<file path="src/rtl/ptm_pkg.sv">
// periodic timer package: offsets, fields, codes, bus and state types
// assumes a single 125 MHz core clock and an AHB-Lite master
package ptm_pkg;
  // counter width and top value
  localparam int          CNT_W   = 10;
  localparam logic [9:0]  CNT_MAX = 10'h3ff;
  // byte offsets of the word-aligned registers
  localparam logic [7:0] OFF_CTRL_A  = 8'h00;
  localparam logic [7:0] OFF_CTRL_B  = 8'h04;
  localparam logic [7:0] OFF_CNT_LO  = 8'h08;
  localparam logic [7:0] OFF_CNT_HI  = 8'h0c;
  localparam logic [7:0] OFF_CMPA_LO = 8'h10;
  localparam logic [7:0] OFF_CMPA_HI = 8'h14;
  localparam logic [7:0] OFF_CMPP_LO = 8'h18;
  localparam logic [7:0] OFF_CMPP_HI = 8'h1c;
  // timer_ctrl_a fields
  localparam int BIT_HOLD   = 7;
  localparam int CLKSEL_LSB = 4;
  localparam int BIT_ON     = 3;
  localparam logic [7:0] CTRL_A_MASK = 8'hf8;
  // timer_ctrl_b fields
  localparam int MODE_LSB   = 6;
  localparam int PINF_LSB   = 4;
  localparam int BIT_OC     = 3;
  localparam int BIT_INV    = 2;
  localparam int BIT_CAPSRC = 1;
  localparam int BIT_CLRSRC = 0;
  // reset values
  localparam logic [7:0] CTRL_A_RST = 8'h00;
  localparam logic [7:0] CTRL_B_RST = 8'h00;
  localparam logic [9:0] CMP_RST    = 10'h000;
  // pin function codes
  localparam logic [1:0] PF_0 = 2'h0;
  localparam logic [1:0] PF_1 = 2'h1;
  localparam logic [1:0] PF_2 = 2'h2;
  localparam logic [1:0] PF_3 = 2'h3;
  // count clock sources
  typedef enum logic [2:0] {
    CK_SYS_DIV4 = 3'h0, CK_SYS = 3'h1, CK_FAST16 = 3'h2,
    CK_FAST64 = 3'h3, CK_SLOW_A = 3'h4, CK_SLOW_B = 3'h5,
    CK_EXT_RISE = 3'h6, CK_EXT_FALL = 3'h7
  } ptm_clk_sel_t;
  // operating modes
  typedef enum logic [1:0] {
    MODE_CMP = 2'h0, MODE_CAP = 2'h1, MODE_PWM = 2'h2, MODE_TMR = 2'h3
  } ptm_mode_t;
  // timing: fast clock is the core clock here
  localparam int CORE_CLK_HZ = 125_000_000;
  localparam int SLOW_CLK_HZ = 32_000;
  localparam int DIV_SYS4    = 4;
  localparam int DIV_FAST16  = 16;
  localparam int DIV_FAST64  = 64;
  localparam int DIV_SLOW    = CORE_CLK_HZ / SLOW_CLK_HZ;
  // ahb-lite request and response carriers
  typedef struct packed {
    logic        hsel;
    logic [31:0] haddr;
    logic [1:0]  htrans;
    logic        hwrite;
    logic [2:0]  hsize;
    logic [31:0] hwdata;
    logic        hready;
  } ptm_ahb_req_t;
  typedef struct packed {
    logic [31:0] hrdata;
    logic        hreadyout;
    logic        hresp;
  } ptm_ahb_rsp_t;
  // whole state of the timer core
  typedef struct packed {
    logic [7:0]  ctrl_a;
    logic [7:0]  ctrl_b;
    logic [9:0]  count;
    logic [9:0]  cmp_a;
    logic [9:0]  cmp_p;
    logic        out_lvl;
    logic        pin_q;
    logic        pin_oe;
    logic        dp_wr;
    logic [7:0]  dp_addr;
    logic [31:0] rdata;
    logic        evt_a;
    logic        evt_p;
    logic        evt_ovf;
    logic        evt_cap;
  } ptm_state_t;
endpackage : ptm_pkg

</file>
<file path="src/rtl/ptm_tick_div.sv">
// divider giving a one-cycle enable every DIV core clocks
// assumes DIV is at least 2 and the core clock runs free
`timescale 1ns/10ps
module ptm_tick_div
  import ptm_pkg::*;
#(
  parameter int DIV = 4 // core clocks per enable pulse
) (
  input  wire logic core_clk, // core clock
  input  wire logic rst_n,    // synchronous reset, active low
  output logic      tick      // one-cycle enable pulse
);
  localparam int CW = $clog2(DIV);
  // local state: counter and registered pulse
  typedef struct packed {
    logic [CW-1:0] cnt;
    logic          tick;
  } ptm_div_state_t;
  ptm_div_state_t s_reg;  // present state
  ptm_div_state_t s_next; // next state

  // wrap the counter and flag the wrap
  always_comb begin
    s_next = s_reg;
    s_next.tick = 1'b0;
    if (s_reg.cnt == CW'(DIV - 1)) begin
      s_next.cnt  = '0;
      s_next.tick = 1'b1;
    end else begin
      s_next.cnt = s_reg.cnt + CW'(1);
    end
  end

  // state register
  always_ff @(posedge core_clk) begin
    if (!rst_n) begin
      s_reg <= '0;
    end else begin
      s_reg <= s_next;
    end
  end

  assign tick = s_reg.tick;
endmodule : ptm_tick_div

</file>
<file path="src/rtl/ptm_pin_edge.sv">
// two-flop synchroniser with edge detect for an asynchronous pin
// assumes the pin is slower than half the core clock
`timescale 1ns/10ps
module ptm_pin_edge
  import ptm_pkg::*;
(
  input  wire logic core_clk, // core clock
  input  wire logic rst_n,    // synchronous reset, active low
  input  wire logic pin,      // raw pin level
  output logic      rise,     // one-cycle pulse on rising edge
  output logic      fall      // one-cycle pulse on falling edge
);
  // first stage is read only by the second
  typedef struct packed {
    logic s1;
    logic s2;
    logic s3;
  } ptm_sync_state_t;
  ptm_sync_state_t s_reg;  // present state
  ptm_sync_state_t s_next; // next state

  // shift the pin through three stages
  always_comb begin
    s_next    = s_reg;
    s_next.s1 = pin;
    s_next.s2 = s_reg.s1;
    s_next.s3 = s_reg.s2;
  end

  // state register
  always_ff @(posedge core_clk) begin
    if (!rst_n) begin
      s_reg <= '0;
    end else begin
      s_reg <= s_next;
    end
  end

  // edges seen between the settled stages only
  assign rise = s_reg.s2 & ~s_reg.s3;
  assign fall = ~s_reg.s2 & s_reg.s3;
endmodule : ptm_pin_edge

</file>
<file path="src/rtl/ptm_core.sv">
// periodic timer core: ahb-lite registers, 10-bit counter, compare,
// capture, pwm and single pulse output
// assumes one 125 MHz core clock; pins are asynchronous to it
//
// Our own choices: the register addresses and the AHB-Lite interface to the registers.
`timescale 1ns/10ps

// Functional notes
// RULE_01: hold bit freezes counter, resumes from value
// RULE_02: three-bit selector picks count clock source
// RULE_03: module-on rising edge clears the counter
// RULE_04: module off stops counting, value retained
// RULE_05: on rising edge, pin returns to initial
// RULE_06: control A low three bits read zero
// RULE_07: two-bit selector picks operating mode
// RULE_08: software turns module off before mode change
// RULE_09: timer mode leaves the pin undriven
// RULE_10: compare A match: keep, low, high, toggle
// RULE_11: pwm codes: inactive, active, pwm, pulse
// RULE_12: capture edge: rise, fall, both, disabled
// RULE_13: software picks match level unlike initial
// RULE_14: pwm pin codes changed only while off
// RULE_15: counter readable, comparators read/write pairs
// RULE_16: overflow or match clears counter, flags event
// RULE_17: clear source: 0 comparator P, 1 A
// RULE_18: output level bit: polarity or initial level
// RULE_19: invert bit flips pin, not in timer
// RULE_20: unused high-byte bits read zero
// RULE_21: external count pin synchronised before use
module ptm_core
  import ptm_pkg::*;
#(
  parameter int SLOW_DIV = DIV_SLOW // core clocks per slow tick
) (
  input  wire logic   core_clk,         // core clock
  input  wire logic   rst_n,            // sync reset, active low
  input  ptm_ahb_req_t ahb_in,          // ahb-lite request
  output ptm_ahb_rsp_t ahb_out,         // ahb-lite response
  input  wire logic   ext_clk_pin,      // external count clock pin
  input  wire logic   capture_in_pin,   // capture input pin
  output logic        waveform_out_pin, // waveform output level
  output logic        waveform_out_oe,  // waveform output enable
  output logic        match_a_evt,      // comparator A event
  output logic        match_p_evt,      // comparator P event
  output logic        overflow_evt,     // counter overflow event
  output logic        capture_evt       // capture event
);
  ptm_state_t s_reg;  // present state
  ptm_state_t s_next; // next state

  // enable pulses from the dividers
  logic tick_div4;  // system clock / 4
  logic tick_f16;   // fast clock / 16
  logic tick_f64;   // fast clock / 64
  logic tick_slow;  // slow clock rate
  // synchronised pin edges
  logic ext_rise;   // external clock pin rising
  logic ext_fall;   // external clock pin falling
  logic cap_rise;   // capture pin rising
  logic cap_fall;   // capture pin falling

  // decoded fields, shared with the checks below
  ptm_mode_t    mode;     // present operating mode
  ptm_clk_sel_t clk_sel;  // present count clock source
  logic [1:0]   pinf;     // pin function code
  logic         oc;       // output level control
  logic         on_q;     // module on
  logic         hold_q;   // count hold
  logic         on_rise;  // module-on going high this cycle
  logic         tick;     // selected count clock enable
  logic         run;      // counter advances this cycle
  logic [9:0]   cnt_inc;  // counter plus one
  logic         hit_a;    // comparator A match on this step
  logic         hit_p;    // comparator P match on this step
  logic         cnt_clr;  // counter clears on this step
  logic         cap_edge; // selected capture edge seen
  logic         acc;      // address phase accepted
  logic         mapped;   // address hits the register map

  // internal rates; the fast clock equals the core clock here
  ptm_tick_div #(.DIV(DIV_SYS4)) u_div4 (
    .core_clk (core_clk),
    .rst_n    (rst_n),
    .tick     (tick_div4)
  );
  ptm_tick_div #(.DIV(DIV_FAST16)) u_div16 (
    .core_clk (core_clk),
    .rst_n    (rst_n),
    .tick     (tick_f16)
  );
  ptm_tick_div #(.DIV(DIV_FAST64)) u_div64 (
    .core_clk (core_clk),
    .rst_n    (rst_n),
    .tick     (tick_f64)
  );
  ptm_tick_div #(.DIV(SLOW_DIV)) u_divslow (
    .core_clk (core_clk),
    .rst_n    (rst_n),
    .tick     (tick_slow)
  );

  // both pins pass two flops before any edge logic
  ptm_pin_edge u_ext_edge ( // RULE_21
    .core_clk (core_clk),
    .rst_n    (rst_n),
    .pin      (ext_clk_pin),
    .rise     (ext_rise),
    .fall     (ext_fall)
  );
  ptm_pin_edge u_cap_edge (
    .core_clk (core_clk),
    .rst_n    (rst_n),
    .pin      (capture_in_pin),
    .rise     (cap_rise),
    .fall     (cap_fall)
  );

  // register read mux; unused upper bits come back as zero
  function automatic logic [7:0] read_reg(input ptm_state_t st,
                                          input logic [7:0] a);
    logic [7:0] d;
    d = 8'h00;
    unique case (a)
      OFF_CTRL_A:  d = st.ctrl_a;
      OFF_CTRL_B:  d = st.ctrl_b;
      OFF_CNT_LO:  d = st.count[7:0];             // RULE_15
      OFF_CNT_HI:  d = {6'h00, st.count[9:8]};    // RULE_20
      OFF_CMPA_LO: d = st.cmp_a[7:0];
      OFF_CMPA_HI: d = {6'h00, st.cmp_a[9:8]};    // RULE_20
      OFF_CMPP_LO: d = st.cmp_p[7:0];
      OFF_CMPP_HI: d = {6'h00, st.cmp_p[9:8]};    // RULE_20
      default:     d = 8'h00;
    endcase
    return d;
  endfunction : read_reg

  // field decode from the present control registers
  always_comb begin
    mode    = ptm_mode_t'(s_reg.ctrl_b[MODE_LSB +: 2]);   // RULE_07
    clk_sel = ptm_clk_sel_t'(s_reg.ctrl_a[CLKSEL_LSB +: 3]);
    pinf    = s_reg.ctrl_b[PINF_LSB +: 2];
    oc      = s_reg.ctrl_b[BIT_OC];
    on_q    = s_reg.ctrl_a[BIT_ON];
    hold_q  = s_reg.ctrl_a[BIT_HOLD];
  end

  // count clock selection, one enable per source
  always_comb begin
    unique case (clk_sel)                                 // RULE_02
      CK_SYS_DIV4: tick = tick_div4;
      CK_SYS:      tick = 1'b1;
      CK_FAST16:   tick = tick_f16;
      CK_FAST64:   tick = tick_f64;
      CK_SLOW_A:   tick = tick_slow;
      CK_SLOW_B:   tick = tick_slow;
      CK_EXT_RISE: tick = ext_rise;
      CK_EXT_FALL: tick = ext_fall;
    endcase
  end

  // capture edge selection; both pins already synchronised
  always_comb begin
    logic r;
    logic f;
    r = s_reg.ctrl_b[BIT_CAPSRC] ? ext_rise : cap_rise;
    f = s_reg.ctrl_b[BIT_CAPSRC] ? ext_fall : cap_fall;
    unique case (pinf)                                    // RULE_12
      PF_0: cap_edge = r;
      PF_1: cap_edge = f;
      PF_2: cap_edge = r | f;
      PF_3: cap_edge = 1'b0;
    endcase
  end

  // counter step and comparator matches
  always_comb begin
    run     = on_q & ~hold_q & tick;                      // RULE_01 RULE_04
    cnt_inc = s_reg.count + 10'h001;
    // a match clears on the step that would reach the value,
    // so a zero compare value means a full 1024-count period
    hit_a   = run & (cnt_inc == s_reg.cmp_a);
    hit_p   = run & (cnt_inc == s_reg.cmp_p);
    // pwm period always comes from comparator P
    if (mode == MODE_PWM) begin
      cnt_clr = hit_p;
    end else if (s_reg.ctrl_b[BIT_CLRSRC]) begin          // RULE_17
      cnt_clr = hit_a;
    end else begin
      cnt_clr = hit_p;
    end
  end

  // ahb-lite address phase decode
  always_comb begin
    acc    = ahb_in.hsel & ahb_in.htrans[1] & ahb_in.hready;
    mapped = (ahb_in.haddr[31:8] == 24'h000000) &&
             (ahb_in.haddr[1:0] == 2'h0) &&
             (ahb_in.haddr[7:0] <= OFF_CMPP_HI);
  end

  // next state: bus write, counter, capture, output, read data
  always_comb begin
    s_next         = s_reg;
    s_next.evt_a   = 1'b0;
    s_next.evt_p   = 1'b0;
    s_next.evt_ovf = 1'b0;
    s_next.evt_cap = 1'b0;
    // data phase write; unmapped addresses never get here
    if (s_reg.dp_wr) begin
      unique case (s_reg.dp_addr)
        OFF_CTRL_A:
          s_next.ctrl_a = ahb_in.hwdata[7:0] & CTRL_A_MASK; // RULE_06
        OFF_CTRL_B:  s_next.ctrl_b = ahb_in.hwdata[7:0];
        OFF_CMPA_LO: s_next.cmp_a[7:0] = ahb_in.hwdata[7:0];
        OFF_CMPA_HI: s_next.cmp_a[9:8] = ahb_in.hwdata[1:0]; // RULE_20
        OFF_CMPP_LO: s_next.cmp_p[7:0] = ahb_in.hwdata[7:0];
        OFF_CMPP_HI: s_next.cmp_p[9:8] = ahb_in.hwdata[1:0]; // RULE_20
        default: ;  // counter pair is read only
      endcase
    end
    // counting; overflow wraps to zero on its own
    if (run) begin
      s_next.count   = cnt_clr ? 10'h000 : cnt_inc;       // RULE_16
      s_next.evt_ovf = (s_reg.count == CNT_MAX);
      s_next.evt_a   = hit_a;
      // with comparator A clearing, P raises no event
      s_next.evt_p   = hit_p & ~(s_reg.ctrl_b[BIT_CLRSRC] &
                                 (mode != MODE_PWM));
    end
    // capture stores the count in the comparator A pair
    if (mode == MODE_CAP && on_q && cap_edge) begin
      s_next.cmp_a   = s_reg.count;                       // RULE_12
      s_next.evt_cap = 1'b1;
    end
    // pin level, only while the module is on
    if (on_q && mode == MODE_CMP && hit_a) begin
      unique case (pinf)                                  // RULE_10
        PF_0: s_next.out_lvl = s_reg.out_lvl;
        PF_1: s_next.out_lvl = 1'b0;
        PF_2: s_next.out_lvl = 1'b1;
        PF_3: s_next.out_lvl = ~s_reg.out_lvl;
      endcase
    end else if (on_q && mode == MODE_PWM) begin
      unique case (pinf)                                  // RULE_11
        PF_0: s_next.out_lvl = ~oc;
        PF_1: s_next.out_lvl = oc;
        // duty from comparator A, polarity from oc
        PF_2: s_next.out_lvl = (s_next.count < s_reg.cmp_a) ?
                               oc : ~oc;                  // RULE_18
        PF_3: s_next.out_lvl = hit_a ? ~oc : s_reg.out_lvl;
      endcase
    end
    // module switched on: clear count, restore initial pin level
    on_rise = s_next.ctrl_a[BIT_ON] & ~on_q;
    if (on_rise) begin
      s_next.count = 10'h000;                             // RULE_03
      if (mode == MODE_CMP || mode == MODE_PWM) begin
        s_next.out_lvl = oc;                              // RULE_05 RULE_18
      end
    end
    // pin from flops; invert and enable follow the new settings
    s_next.pin_q  = s_next.out_lvl ^ s_next.ctrl_b[BIT_INV]; // RULE_19
    s_next.pin_oe = (s_next.ctrl_b[MODE_LSB +: 2] == MODE_CMP) ||
                    (s_next.ctrl_b[MODE_LSB +: 2] == MODE_PWM); // RULE_09
    // address phase; read data taken after this cycle's update
    s_next.dp_wr   = acc & ahb_in.hwrite & mapped;
    s_next.dp_addr = ahb_in.haddr[7:0];
    s_next.rdata   = 32'h00000000;
    if (acc && !ahb_in.hwrite && mapped) begin
      s_next.rdata = {24'h000000, read_reg(s_next, ahb_in.haddr[7:0])};
    end
  end

  // single state register, synchronous reset
  always_ff @(posedge core_clk) begin
    if (!rst_n) begin
      s_reg        <= '0;
      s_reg.ctrl_a <= CTRL_A_RST;
      s_reg.ctrl_b <= CTRL_B_RST;
      s_reg.cmp_a  <= CMP_RST;
      s_reg.cmp_p  <= CMP_RST;
    end else begin
      s_reg <= s_next;
    end
  end

  // zero wait states, always OKAY
  assign ahb_out.hrdata    = s_reg.rdata;
  assign ahb_out.hreadyout = 1'b1;
  assign ahb_out.hresp     = 1'b0;
  // pin and event outputs straight from flops
  assign waveform_out_pin  = s_reg.pin_q;
  assign waveform_out_oe   = s_reg.pin_oe;
  assign match_a_evt       = s_reg.evt_a;
  assign match_p_evt       = s_reg.evt_p;
  assign overflow_evt      = s_reg.evt_ovf;
  assign capture_evt       = s_reg.evt_cap;
endmodule : ptm_core

</file>
<file path="config.mk">
export PLATFORM = sky130hd
export DESIGN_NAME = ptm_core
export DESIGN_NICKNAME = d
export VERILOG_FILES = /design/src/rtl/ptm_pkg.sv /design/src/rtl/ptm_tick_div.sv /design/src/rtl/ptm_pin_edge.sv /design/src/rtl/ptm_core.sv
export SDC_FILE = /design/constraint.sdc
export NUM_CORES = 1
export LEC_CHECK = 0
export BUFFER_PORTS_ARGS = -buffer_cell sky130_fd_sc_hd__buf_4
export CORE_MARGIN = 2
export CORE_UTILIZATION = 48
export CTS_CLUSTER_DIAMETER = 120
export DETAILED_ROUTE_END_ITERATION = 10
export PLACE_DENSITY = 0.76
export SLEW_MARGIN = 10
export SYNTH_ARGS = -nofsm -noshare
export SYNTH_HDL_FRONTEND = slang
export SYNTH_SLANG_ARGS = --single-unit
</file>
<file path="constraint.sdc">
create_clock -name core_clk -period 5 [get_ports core_clk]
set_clock_uncertainty 0.1 [all_clocks]
set_input_delay 0.5 -clock core_clk [delete_from_list [all_inputs] [get_ports core_clk]]
set_output_delay 0.5 -clock core_clk [all_outputs]
set_load 0.05 [all_outputs]
</file>
==> metrics <==
Max clock buf depth 2; nets@finish 877; initial antenna violation count 0; largest family of logic cells by synthesized area simple AND/OR/NAND/NOR gates; n_diodes 0; Area contributors post-synth dfxtp_1, mux2i_1, buf_4; starting density of the core 0.4898; crit share post-route 0.9747; number of cell rows 40; Worst Setup End Kind flip-flop; DRC 0; Synth Area in XOR/XNOR 0.05593; Worst-Skew Late Latency 0.35 ns; total negative slack 0 ns; Die Ht 114.7 um; Wirelength per Cell 17.58 um; first-pass GRT wire length 25720 um; distinct cell type count after synthesis 76; die area 0.01316 sq mm; crit-path cells nor2b_1 -> nor4bb_1 -> a211oi_1 -> nor4_2 -> nand4_1 -> o21ai_4 -> o21ai_1 -> a21oi_1 -> inv_1 -> ha_1 -> a21oi_1 -> nor2b_1 -> o21ai_0 -> buf_4 -> a211o_1 -> mux2_2 -> nor2_1 -> a211o_1 -> o31ai_4 -> mux2_1; Max Fclk 205.2 MHz; Slew Viols, Final 0; Largest stage delay, worst path 0.44 ns; mux contribution to synthesized area 0.07210; HPWL after DPL 12450 um; Synth Register Bits 104; Die Wd 114.7 um; CTS Hold Bufs 0; CTS buffer count 9; syn_area_per_cell 8.417 sq um; Simple-Gate Fraction of Synth Area 0.2599; Mapped Area 0.005883 sq mm; ys flop type dfxtp_1; Root Driver clkbuf_16; worst-margin pin slew 0.8724 ns; Worst Path Required 5.13 ns; worst setup path category reg2reg; gr usage total 0.2498; Setup crit start kind flip-flop; CTS tree built; Max VDD drop 0.2812 mV; maxcap violations 0; CP arrival 5.01 ns; clock sinks 104; Post-synth EDFFs 0; commonest cells in the netlist dfxtp_1, nor2_1, nand2_1; worst setup margin 0.1264 ns; Leakage Power 0.002871 uW; final hold violations 0; CTS HTree Levels 3; Compound-Gate Fraction of Synth Area 0.1389; grt ovf 0; iteration-0 DRC count of the detailed router 517; post-synthesis sequential area ratio 0.3539; area grow syn2layout 19.23%; asr flop ratio synth 0; post-synth top area share 0.3539; GPL Wtd Cong 0.9220; Final min period 4.874 ns; max reg flops 46; Ports 116; Final Setup Violations 0; Worst-path clk slew 0.07 ns; antenna viol nets, final 0; Detailed Routing Iterations Pass 1 5; outcome finished clean; largest area contributor in the netlist dfxtp_1; Core ar. 0.01201 sq mm; Max-slew headroom 0.4165; pre-CTS setup slack -0.02851 ns; CP Max Fanout 8; Post-Syn Instances 699; layout cell share with drive strength beyond 1 0.2076; most common cell in the netlist dfxtp_1; PD cells 236.1 mW/mm^2; Worst path slowest cell nor4bb_1; Post-Synth Adder-Cell Area 0.03190; hold slack 0.2507 ns; PortBufs 61; vias in the first global route 5006; min-delay worst type in2reg; vias per cell 5.775; pin count of the biggest net entering global routing 39; WL final 16470 um; via count 5411; Ys Warns 0
## worst max-delay path: cells and delay by family, from the launching register on
| kind | cells | cell delay, ns |
|---|---|---|
| AO/OA/AOI/OAI | 9 | 1.90 |
| AND/OR/NAND/NOR | 6 | 1.34 |
| multiplexers | 2 | 0.57 |
| flip-flops | 1 | 0.33 |
| adder cells (fa/ha/maj) | 1 | 0.30 |
| buffers and inverters | 2 | 0.22 |
## cells by family after synthesis
logic type / Yosys count
buffers and inverters: 91
muxes: 39
adders and majority gates: 15
and+or+nand+nor: 290
DFF: 104
xor gates and xnor gates: 36
other: 2
AOI/OAI and AO/OA: 122
## cells in the final DEF, fill, tap and decap left out, types with 13 or more instances in the layout
master	count
conb_1	26
o21ai_0	24
nor4_1	14
dfxtp_1	101
a21oi_1	31
ha_1	15
and2_1	28
nor2b_1	15
nor2_1	74
nand2_1	58
nor3_1	13
inv_1	25
xor2_1	17
buf_4	116
xnor2_1	18
mux2i_1	33
nand3_1	20
## path summary, 6_finish.rpt
| check | slack, ns | startpoint | to | cells after the start |
|---|---|---|---|---|
| max reg2reg | 0.13 | on_q | waveform_out_pin | 20 |
| min | 0.25 | capture_in_pin | u_cap_edge.s_next[1] | 2 |
| max | 0.13 | on_q | waveform_out_pin | 20 |
| min reg2reg | 0.34 | u_div4.s_reg[1] | u_div4.s_reg[1] | 1 |
## layout make-up
class | instances | area (sq um)
Clock buffer | 9 | 225.2
Clock inverter | 6 | 51.30
Fill cell | 1055 | 4997
Inverter | 25 | 93.84
Multi-Input combinational cell | 528 | 3481
Sequential cell | 104 | 2086
Tap cell | 147 | 183.9
Timing Repair Buffer | 118 | 893.4
## stage by stage
stage,utilization,std cells,total power [uW],cell area [sq um]
final,0.5840,937,1656,7014
after global routing,0.5840,937,1706,7014
after detailed placement,0.5476,915,1004,6578
after global placement,0.5476,915,997.8,6578
after floorplan,-,723,972.5,5973
after CTS,0.5720,931,1665,6870
## routing by layer
| layer | vias up | wire, um | track usage |
|---|---|---|---|
| met5 | - | 0 | 0 |
| met4 | 0 | 298 | 0.05783 |
| met3 | 30 | 1009 | 0.04235 |
| met2 | 209 | 8291 | 0.4351 |
| met1 | 2593 | 6873 | 0.3252 |
| li1 | 2579 | - | - |
## what timing repair did
action / in CTS / in global routing
pin swaps: 1 / 6
cloned: 0 / 0
gates resized for setup: 2 / 22
endpoints found under the setup margin: 1 / 2
setup buffers: 1 / 6
## power by group
part	total, uW	internal (uW)	switching [uW]
registers	854	842	11.5
logic	133	43.7	89.0
clock network	670	344	326
total	1660	1230	426
No activity file was read; power rests on OpenSTA's default activity.
